$ cat config.mk
export PLATFORM = sky130hd
export DESIGN_NAME = rbm_top
export DESIGN_NICKNAME = d
export VERILOG_FILES = /design/src/pkg/rbm_pkg.sv /design/src/pkg/rbm_mode_if.sv /design/src/verilog/rbm_mode_capture.sv /design/src/verilog/rbm_top.sv
export SDC_FILE = /design/constraint.sdc
export NUM_CORES = 1
export LEC_CHECK = 0
export BUFFER_PORTS_ARGS = -buffer_cell sky130_fd_sc_hd__buf_2
export CORE_AREA = 3 3 71 73
export CTS_CLUSTER_SIZE = 16
export DETAILED_ROUTE_END_ITERATION = 7
export DIE_AREA = 0 0 74 76
export PLACE_DENSITY = 0.76
export SETUP_SLACK_MARGIN = 0.1
export SLEW_MARGIN = 5
export SYNTH_ARGS = -nofsm -noshare
export SYNTH_HDL_FRONTEND = slang
export SYNTH_SLANG_ARGS = --single-unit
$ cat constraint.sdc
create_clock -name mclk -period 2.1 [get_ports mclk]
set_input_delay 0.105 -clock mclk [delete_from_list [all_inputs] [get_ports mclk]]
set_output_delay 0.105 -clock mclk [all_outputs]
set_load 0.1 [all_outputs]
$ cat src/pkg/rbm_pkg.sv
package rbm_pkg;
    localparam logic [3:0] RBM_SA_LO = 4'h0;
    localparam logic [3:0] RBM_SA_HI = 4'h3;
    localparam logic [3:0] RBM_SP_LO = 4'h4;
    localparam logic [3:0] RBM_SP_HI = 4'h7;
    localparam logic [3:0] RBM_TEST = 4'hc;
    localparam logic [3:0] RBM_MODE_RST = 4'hc;
    localparam int RBM_POL_BIT = 1;
    localparam int RBM_PHA_BIT = 0;
    localparam int RBM_CLK_MHZ = 25;
    localparam int RBM_FAIL_LONG_US = 10;
    localparam int RBM_FAIL_CYC = RBM_FAIL_LONG_US * RBM_CLK_MHZ;

    typedef enum logic [2:0] {
        RBM_SRC_NONE = 3'h0,
        RBM_SRC_ACTIVE = 3'h1,
        RBM_SRC_PASSIVE = 3'h2,
        RBM_SRC_TEST = 3'h3,
        RBM_SRC_USER = 3'h4
    } rbm_src_t;

    typedef enum logic [1:0] {
        RBM_ST_RESET = 2'b00,
        RBM_ST_LOAD = 2'b01,
        RBM_ST_DONE = 2'b11,
        RBM_ST_FAIL = 2'b10
    } rbm_state_t;
endpackage

$ cat src/pkg/rbm_mode_if.sv
`timescale 1ns/1ns
interface rbm_mode_if;
    logic [3:0] code;
    logic valid;
    logic is_active;
    logic is_passive;
    logic is_test;
    logic cpol;
    logic cpha;
    modport capture (output code, valid, is_active, is_passive, is_test,
        output cpol, cpha);
    modport use_side (input code, valid, is_active, is_passive, is_test,
        input cpol, cpha);
endinterface

$ cat src/verilog/rbm_mode_capture.sv
`timescale 1ns/1ns
module rbm_mode_capture
    import rbm_pkg::*;
(
    // Clock and reset
    input wire logic mclk,
    input wire logic rstn,
    // Release strobe and synchronised pins
    input wire logic release_pulse,
    input wire logic in_reset,
    input wire logic [3:0] boot_select_sync,
    // Decoded mode
    rbm_mode_if.capture mode
);
    import rbm_pkg::*;

    logic [3:0] code;
    logic valid;

    // Caught on release only, so later pin changes are ignored
    always_ff @(posedge mclk) begin
        if (!rstn) begin
            code <= RBM_MODE_RST;
            valid <= 1'b0;
        end else if (release_pulse) begin
            code <= boot_select_sync;
            valid <= 1'b1;
        end else if (in_reset) begin
            valid <= 1'b0;
        end
    end

    assign mode.code = code;
    assign mode.valid = valid;
    assign mode.is_active = valid && code <= RBM_SA_HI;
    assign mode.is_passive = valid && code >= RBM_SP_LO
        && code <= RBM_SP_HI;
    assign mode.is_test = valid && code == RBM_TEST;
    assign mode.cpol = code[RBM_POL_BIT];
    assign mode.cpha = code[RBM_PHA_BIT];

    a_code_held: assert property (
        @(posedge mclk) disable iff (!rstn)
        !release_pulse |=> $stable(code))
        else $error("captured code changed without release");
    a_code_taken: assert property (
        @(posedge mclk) disable iff (!rstn)
        release_pulse |=> code == $past(boot_select_sync))
        else $error("code not captured at release");
endmodule

$ cat src/verilog/rbm_top.sv
`timescale 1ns/1ns
// How it works
// - Reset pin low holds device in reset
// - Monitor disabled: reset follows pin only
// - Monitor enabled: need pin high, supplies good
// - Supply drop forces reset when monitoring
// - Monitor enable pulled low when open
// - Capture boot pins on reset release
// - Codes 0-3 serial active, polarity/phase
// - Codes 4-7 serial passive, polarity/phase
// - Code 1100 selects test port
// - Active mode: device reads external flash
// - User logic may feed configuration too
// - Serial pins bidirectional only in active mode
// - Status pins defined already during reset
// - Active mode starts reading at release
// - Done/fail lines report load status
module rbm_top
    import rbm_pkg::*;
#(
    parameter int FAIL_CYC = RBM_FAIL_CYC
)(
    // Clock and reset
    input wire logic mclk,
    input wire logic rstn,
    // Reset pins and supply monitor
    input wire logic reset_pin_n,
    input wire logic monitor_enable,
    input wire logic core_supply_ok,
    input wire logic clock_supply_ok,
    // Boot selection
    input wire logic [3:0] boot_select_pins,
    // Configuration engine status
    input wire logic user_cfg_request,
    input wire logic load_ok,
    input wire logic load_error,
    // Device state
    output logic device_in_reset,
    output logic [3:0] captured_mode,
    output rbm_pkg::rbm_src_t cfg_source,
    output logic serial_cpol,
    output logic serial_cpha,
    output logic flash_read_start,
    // Serial pin direction control
    output logic serial_pins_bidir,
    // Status pins
    output logic load_complete,
    output logic load_fail_n_o,
    output logic load_fail_n_oe,
    output logic serial_forward_out,
    output logic test_data_output_pin
);
    import rbm_pkg::*;

    // The fail pulse must be long, and its counter is sixteen bits wide
    if (FAIL_CYC < 9 || FAIL_CYC > 65535) begin : g_bad_fail_cyc
        $error("FAIL_CYC must lie between 9 and 65535");
    end

    logic [1:0] pin_s, men_s, core_s, clk_s;
    logic [3:0] boot_s1, boot_s2;
    logic in_reset_q;
    logic next_in_reset;
    logic release_pulse;
    logic supplies_ok;
    rbm_state_t state;
    rbm_state_t next_state;
    logic [15:0] fail_cnt;
    logic fail_run;
    logic load_entry;

    rbm_mode_if mode_bus ();

    // Two stages for every pin before any logic reads it
    always_ff @(posedge mclk) begin
        if (!rstn) begin
            pin_s <= 2'h0;
            men_s <= 2'h0;
            core_s <= 2'h0;
            clk_s <= 2'h0;
            boot_s1 <= 4'h0;
            boot_s2 <= 4'h0;
        end else begin
            pin_s <= {pin_s[0], reset_pin_n};
            men_s <= {men_s[0], monitor_enable};
            core_s <= {core_s[0], core_supply_ok};
            clk_s <= {clk_s[0], clock_supply_ok};
            boot_s1 <= boot_select_pins;
            boot_s2 <= boot_s1;
        end
    end

    // An undriven enable settles low off-chip, so it reads as disabled
    assign supplies_ok = core_s[1] && clk_s[1];
    // Pin low always resets; monitor only counts when enabled
    assign next_in_reset = !pin_s[1]
        || (men_s[1] && !supplies_ok);
    assign release_pulse = in_reset_q && !next_in_reset;

    always_ff @(posedge mclk) begin
        if (!rstn) begin
            in_reset_q <= 1'b1;
        end else begin
            in_reset_q <= next_in_reset;
        end
    end

    rbm_mode_capture u_capture (
        .mclk(mclk),
        .rstn(rstn),
        .release_pulse(release_pulse),
        .in_reset(in_reset_q),
        .boot_select_sync(boot_s2),
        .mode(mode_bus.capture)
    );

    // Load status sequencer
    always_comb begin
        next_state = state;
        case (state)
            RBM_ST_RESET: begin
                if (release_pulse) begin
                    next_state = RBM_ST_LOAD;
                end
            end
            RBM_ST_LOAD: begin
                if (load_error) begin
                    next_state = RBM_ST_FAIL;
                end else if (load_ok) begin
                    next_state = RBM_ST_DONE;
                end
            end
            RBM_ST_DONE: next_state = RBM_ST_DONE;
            RBM_ST_FAIL: next_state = RBM_ST_FAIL;
            default: next_state = RBM_ST_RESET;
        endcase
        // Keyed on the next level so the release cycle can leave RESET
        if (next_in_reset) begin
            next_state = RBM_ST_RESET;
        end
    end

    assign fail_run = state == RBM_ST_FAIL && fail_cnt != 16'h0;

    always_ff @(posedge mclk) begin
        if (!rstn) begin
            state <= RBM_ST_RESET;
            fail_cnt <= 16'h0;
            load_entry <= 1'b0;
        end else begin
            state <= next_state;
            load_entry <= state == RBM_ST_RESET
                && next_state == RBM_ST_LOAD;
            if (next_state == RBM_ST_FAIL && state != RBM_ST_FAIL) begin
                fail_cnt <= 16'(FAIL_CYC);
            end else if (fail_run) begin
                fail_cnt <= fail_cnt - 16'h1;
            end
        end
    end

    // Registered outputs; status pins hold their reset values in reset
    always_ff @(posedge mclk) begin
        if (!rstn) begin
            device_in_reset <= 1'b1;
            captured_mode <= RBM_MODE_RST;
            cfg_source <= RBM_SRC_NONE;
            serial_cpol <= 1'b0;
            serial_cpha <= 1'b0;
            flash_read_start <= 1'b0;
            serial_pins_bidir <= 1'b0;
            load_complete <= 1'b0;
            load_fail_n_o <= 1'b0;
            load_fail_n_oe <= 1'b0;
            serial_forward_out <= 1'b0;
            test_data_output_pin <= 1'b0;
        end else begin
            device_in_reset <= in_reset_q;
            captured_mode <= mode_bus.code;
            serial_cpol <= mode_bus.cpol;
            serial_cpha <= mode_bus.cpha;
            if (user_cfg_request && mode_bus.valid) begin
                cfg_source <= RBM_SRC_USER;
            end else if (mode_bus.is_active) begin
                cfg_source <= RBM_SRC_ACTIVE;
            end else if (mode_bus.is_passive) begin
                cfg_source <= RBM_SRC_PASSIVE;
            end else if (mode_bus.is_test) begin
                cfg_source <= RBM_SRC_TEST;
            end else begin
                cfg_source <= RBM_SRC_NONE;
            end
            // One pulse, one cycle after capture, no reference clock needed
            flash_read_start <= mode_bus.is_active && load_entry;
            serial_pins_bidir <= mode_bus.is_active;
            load_complete <= !in_reset_q && (state == RBM_ST_DONE
                || state == RBM_ST_FAIL);
            // Open drain: only ever drive low, released otherwise
            load_fail_n_oe <= fail_run && !in_reset_q;
            load_fail_n_o <= 1'b0;
            serial_forward_out <= 1'b0;
            test_data_output_pin <= 1'b0;
        end
    end

    a_pin_low_reset: assert property (
        @(posedge mclk) disable iff (!rstn)
        !pin_s[1] |=> in_reset_q)
        else $error("pin low did not hold reset");
    a_monitor_ignored: assert property (
        @(posedge mclk) disable iff (!rstn)
        (!men_s[1] && pin_s[1]) |=> !in_reset_q)
        else $error("monitor disabled but still in reset");
    a_supply_drop: assert property (
        @(posedge mclk) disable iff (!rstn)
        (men_s[1] && !supplies_ok) |=> in_reset_q)
        else $error("supply drop did not force reset");
    a_drop_reset_out: assert property (
        @(posedge mclk) disable iff (!rstn)
        (men_s[1] && $fell(core_s[1])) |-> ##2 device_in_reset)
        else $error("core drop not seen at output");
    a_reset_state: assert property (
        @(posedge mclk) disable iff (!rstn)
        in_reset_q |-> state == RBM_ST_RESET)
        else $error("sequencer not idle while in reset");
    a_reset_out: assert property (
        @(posedge mclk) disable iff (!rstn)
        device_in_reset == $past(in_reset_q))
        else $error("reset output does not follow reset state");

    a_release_once: assert property (
        @(posedge mclk) disable iff (!rstn)
        release_pulse |=> !release_pulse)
        else $error("release lasted more than one cycle");
    a_mode_out: assert property (
        @(posedge mclk) disable iff (!rstn)
        release_pulse |-> ##2 captured_mode == $past(boot_s2, 2))
        else $error("captured mode not shown after release");
    a_bidir_mode: assert property (
        @(posedge mclk) disable iff (!rstn)
        serial_pins_bidir |-> $past(mode_bus.code) <= RBM_SA_HI)
        else $error("serial pins bidir outside active mode");
    a_source_test: assert property (
        @(posedge mclk) disable iff (!rstn)
        (mode_bus.is_test && !user_cfg_request)
        |=> cfg_source == RBM_SRC_TEST)
        else $error("test port not selected");
    a_user_source: assert property (
        @(posedge mclk) disable iff (!rstn)
        (user_cfg_request && mode_bus.valid)
        |=> cfg_source == RBM_SRC_USER)
        else $error("user source not selected");
    a_passive_src: assert property (
        @(posedge mclk) disable iff (!rstn)
        (mode_bus.is_passive && !user_cfg_request)
        |=> cfg_source == RBM_SRC_PASSIVE)
        else $error("passive mode not selected");
    a_active_src: assert property (
        @(posedge mclk) disable iff (!rstn)
        (mode_bus.is_active && !user_cfg_request)
        |=> cfg_source == RBM_SRC_ACTIVE)
        else $error("active mode not selected");

    a_start_release: assert property (
        @(posedge mclk) disable iff (!rstn)
        (release_pulse && boot_s2 <= RBM_SA_HI)
        |-> ##2 flash_read_start)
        else $error("active mode did not start reading");
    a_start_single: assert property (
        @(posedge mclk) disable iff (!rstn)
        flash_read_start |=> !flash_read_start)
        else $error("read start longer than one cycle");
    a_start_active: assert property (
        @(posedge mclk) disable iff (!rstn)
        flash_read_start |-> serial_pins_bidir)
        else $error("read started outside active mode");

    a_status_reset: assert property (
        @(posedge mclk) disable iff (!rstn)
        device_in_reset |-> !load_complete && !load_fail_n_oe
        && !serial_forward_out && !test_data_output_pin)
        else $error("status pins wrong during reset");
    a_fail_pulse: assert property (
        @(posedge mclk) disable iff (!rstn)
        $rose(state == RBM_ST_FAIL) |=> fail_run[*8])
        else $error("fail pulse too short");
    a_error_wins: assert property (
        @(posedge mclk) disable iff (!rstn)
        (state == RBM_ST_LOAD && load_error && !next_in_reset)
        |=> state == RBM_ST_FAIL)
        else $error("load error not taken");
    a_ok_done: assert property (
        @(posedge mclk) disable iff (!rstn)
        (state == RBM_ST_LOAD && load_ok && !load_error
        && !next_in_reset) |=> state == RBM_ST_DONE)
        else $error("load success not taken");
    a_done_status: assert property (
        @(posedge mclk) disable iff (!rstn)
        (state == RBM_ST_DONE && !in_reset_q)
        |=> load_complete && !load_fail_n_oe)
        else $error("success status wrong");
    a_busy_status: assert property (
        @(posedge mclk) disable iff (!rstn)
        state == RBM_ST_LOAD |=> !load_complete && !load_fail_n_oe)
        else $error("busy status wrong");
    a_fail_low: assert property (
        @(posedge mclk) disable iff (!rstn)
        load_fail_n_oe |-> !load_fail_n_o)
        else $error("fail line driven high");
    a_quiet_pins: assert property (
        @(posedge mclk) disable iff (!rstn)
        !serial_forward_out && !test_data_output_pin)
        else $error("forward or test output not low");
endmodule
==> summary.md <==
| Metric | Value |
|---|---|
| Outcome | `complete, no violations` |
| Fin Setup TNS | `0 ns` |
| Worst VDD drop | `342 uV` |
| Ys async rst share | `0%` |
| Kind of critical path | `flip-flop to flip-flop` |
| Initial DRC count | `85` |
| Initial Utilization | `45.6%` |
| Met3 wire length | `201 um` |
| DRT met1 WL | `1790 um` |
| Syn Area/Cell | `9.64 um^2` |
| TritonCTS buffer count | `5` |
| Routed vias | `1,603` |
| Final wirelength | `3900 um` |
| Top post-synthesis cells by area | `dfxtp_1 (53%), and2_1 (5.9%), or4_1 (3.0%)` |
| Critical Path AT | `2.21 ns` |
| Hold_sp | `reset_pin_n` |
| Global-route wire length before repair | `6400 um` |
| Clock buffer depth | `2` |
| RSZ-0062 raised after global routing | `false` |
| Tot Pwr | `1.72 mW` |
| Register area share after synthesis | `52.7%` |
| Global Route Usage Sum | `14.3%` |
| Post-synth top area share | `52.7%` |
| Top routing layer in use | `met4` |
| H-tree depth | `2` |
| Leakage | `1.01 nW` |
| I/O pins | `30` |
| Max FO, Critical Path | `8` |
| Die Span Y | `76 um` |
| Tmin final | `1.97 ns` |
| FMAX | `0.507 GHz` |
| Fin crit share | `93.9%` |
| Die area | `0.00562 mm^2` |
| Critical Path RT | `2.34 ns` |
| Synth cell types | `36` |
| Post-Layout Cell Count | `303` |
| Tightest Hold Check Type | `primary input to flip-flop` |
| Worst reg2reg startpoint | `fail_cnt[4]` |
| Inst Count DP | `287` |
| Detail Route met2 WL | `1820 um` |
| Vias in the first global route | `1,465` |
| Worst rel slew slack | `61.8%` |
| CTS root buf | `clkbuf_8` |
| Area of the multi-input gates | `902 um^2` |
| Worst-margin pin slew | `0.571 ns` |
| Fin. Hold Viols | `0` |
| Area leader, netlist | `dfxtp_1` |
| Placer Congestion | `0.786` |
| Core Area | `0.00441 mm^2` |
| Clock latency on the worst-skew pair | `0.31 ns` |
| ANT cells | `0` |
| EDFF count, synth | `0` |
| Drt via density | `5.29` |
| Post-route ant nets | `0` |
| Most common cell in the netlist | `dfxtp_1` |
| FF/Latch Area | `0.00106 mm^2` |
| Final setup fails | `0` |
| Reg2Reg Depth | `4` |
| Drt pass-1 iters | `4` |
| YS warnings | `0` |
| Top FF cell, synth | `dfxtp_1` |
| Post-synth top cells | `dfxtp_1 (53), and2_1 (19), nor2_1 (14)` |
| Residual DRC count | `0` |
| Hold Path Stages | `2` |
| Slew Viols, Final | `0` |
| Number of fill cells | `385` |
| Reg clk slew, reported paths | `0.09 ns` |
| Max_cap viols | `0` |
| Site Rows | `24` |
| Area grow syn2layout | `20.6%` |
| Layout cell share with drive strength beyond 1 | `23.5%` |
| Die X | `74 um` |
| Num Clock Sinks | `53` |
| Power per cell area | `707 mW/mm^2` |
| Initial antenna violation count | `0` |
| CP Launch Type | `flip-flop` |
| TritonCTS clock tree | `built` |
| HPWL Detailed | `2620 um` |
| Setup crit end kind | `flip-flop` |
| Final Skew | `0.00472 ns` |
| Synth Instances | `209` |
| FF+latch count, synth | `53` |
| Cell area after synthesis | `0.00201 mm^2` |
| Worst Setup SP | `fail_cnt[4]` |
| WHS | `0.00730 ns` |
| Largest net degree at the start of global routing | `29` |
| Post-layout net count | `265` |
| GRT overflow | `0` |
| Wirelength per Cell | `12.9 um` |
| I/O Buffers | `26` |
stage by stage:
step | area (um^2) | util (%) | worst slack [ns]
2_1_floorplan | 2030 | - | 0.116
3_3_place_gp | 2230 | 50.5 | 0.0462
4_1_cts | 2400 | 54.3 | 0.106
3_5_place_dp | 2230 | 50.5 | 0.0221
6_report | 2430 | 55.0 | 0.128
5_1_grt | 2430 | 55.0 | 0.0589
layout by cell type (no fill, tap or decap), types with 2 or more instances in the layout:
master / n
dlygate4sd3_1: 7
nor4_1: 6
mux2i_1: 5
a311oi_1: 3
buf_2: 26
a21oi_1: 10
o31ai_1: 6
conb_1: 3
nand2b_1: 8
nand3_1: 4
buf_4: 12
or2_2: 2
nor3_1: 6
nand2_1: 8
clkinv_4: 2
and3_1: 2
nor2_1: 14
or4_4: 4
inv_1: 4
or3_1: 5
dfxtp_1: 53
or4_1: 4
nand3b_1: 2
a31oi_1: 4
o21ai_0: 9
and2_1: 19
ha_1: 2
a21bo_2: 2
clkbuf_8: 5
critical path, stage by stage, from the launching register on:
cell and delay [ns]:
dfxtp_1 0.32, or4_4 0.59, or3_4 0.36, or4_1 0.50
a21oi_1 0.13
final timing paths:
| kind | to | slack [ns] |
|---|---|---|
| max reg2reg | fail_cnt[10] | 0.13 |
| min | pin_s[0] | 0.007 |
| max | fail_cnt[10] | 0.13 |
| min reg2reg | flash_read_start | 0.43 |
state kept, by name (all words and copies together) (netlist names):
| name | count |
|---|---|
| state | 2 |
| device_in_reset | 1 |
| u_capture.mode.valid | 1 |
| serial_pins_bidir | 1 |
| boot_s2 | 4 |
| captured_mode | 4 |
| pin_s | 2 |
| load_complete | 1 |
| fail_cnt | 16 |
| load_fail_n_oe | 1 |
| men_s | 2 |
| in_reset_q | 1 |
| boot_s1 | 4 |
| u_capture.mode.code | 4 |
| clk_s | 2 |
| flash_read_start | 1 |
| cfg_source | 3 |
| core_s | 2 |
| load_entry | 1 |
per-layer routing:
layer  track usage (%)  up-vias
li1                  -      818
met1              18.4      735
met2              22.2       44
met3              3.56        6
met4              6.70        0
met5                 0        -
power by group:
| part | internal, mW | switching [mW] | total [mW] |
|---|---|---|---|
| logic | 0.0361 | 0.0723 | 0.108 |
| registers | 1.02 | 0.00808 | 1.03 |
| clock network | 0.237 | 0.340 | 0.577 |
| total | 1.30 | 0.420 | 1.72 |
layout make-up:
cell class,instances,area share (%)
multi-input cells,140,37.1
clock buffers,5,2.83
flip-flops and latches,53,43.7
well taps,52,2.68
inverters,5,0.773
clock inverters,3,0.927
repair buffers,45,12.0
kinds of logic after synthesis:
logic type	after synthesis	synth area share [%]
compound gates	38	12.4
other cells	1	0.186
fa+ha+maj	2	1.24
simple gates	92	26.6
mux	5	2.48
flops	53	52.7
buf+inv	18	4.41
timing repair:
action,4_1_cts,5_1_grt
setup buffers,0,1
hold buffers,7,0
gates resized for setup,2,5
setup endpoints to repair,7,11
hold endpoints to repair,8,0
pin swaps,0,2
gates cloned,0,0
Note: power is estimated with default switching activity, not from simulation.
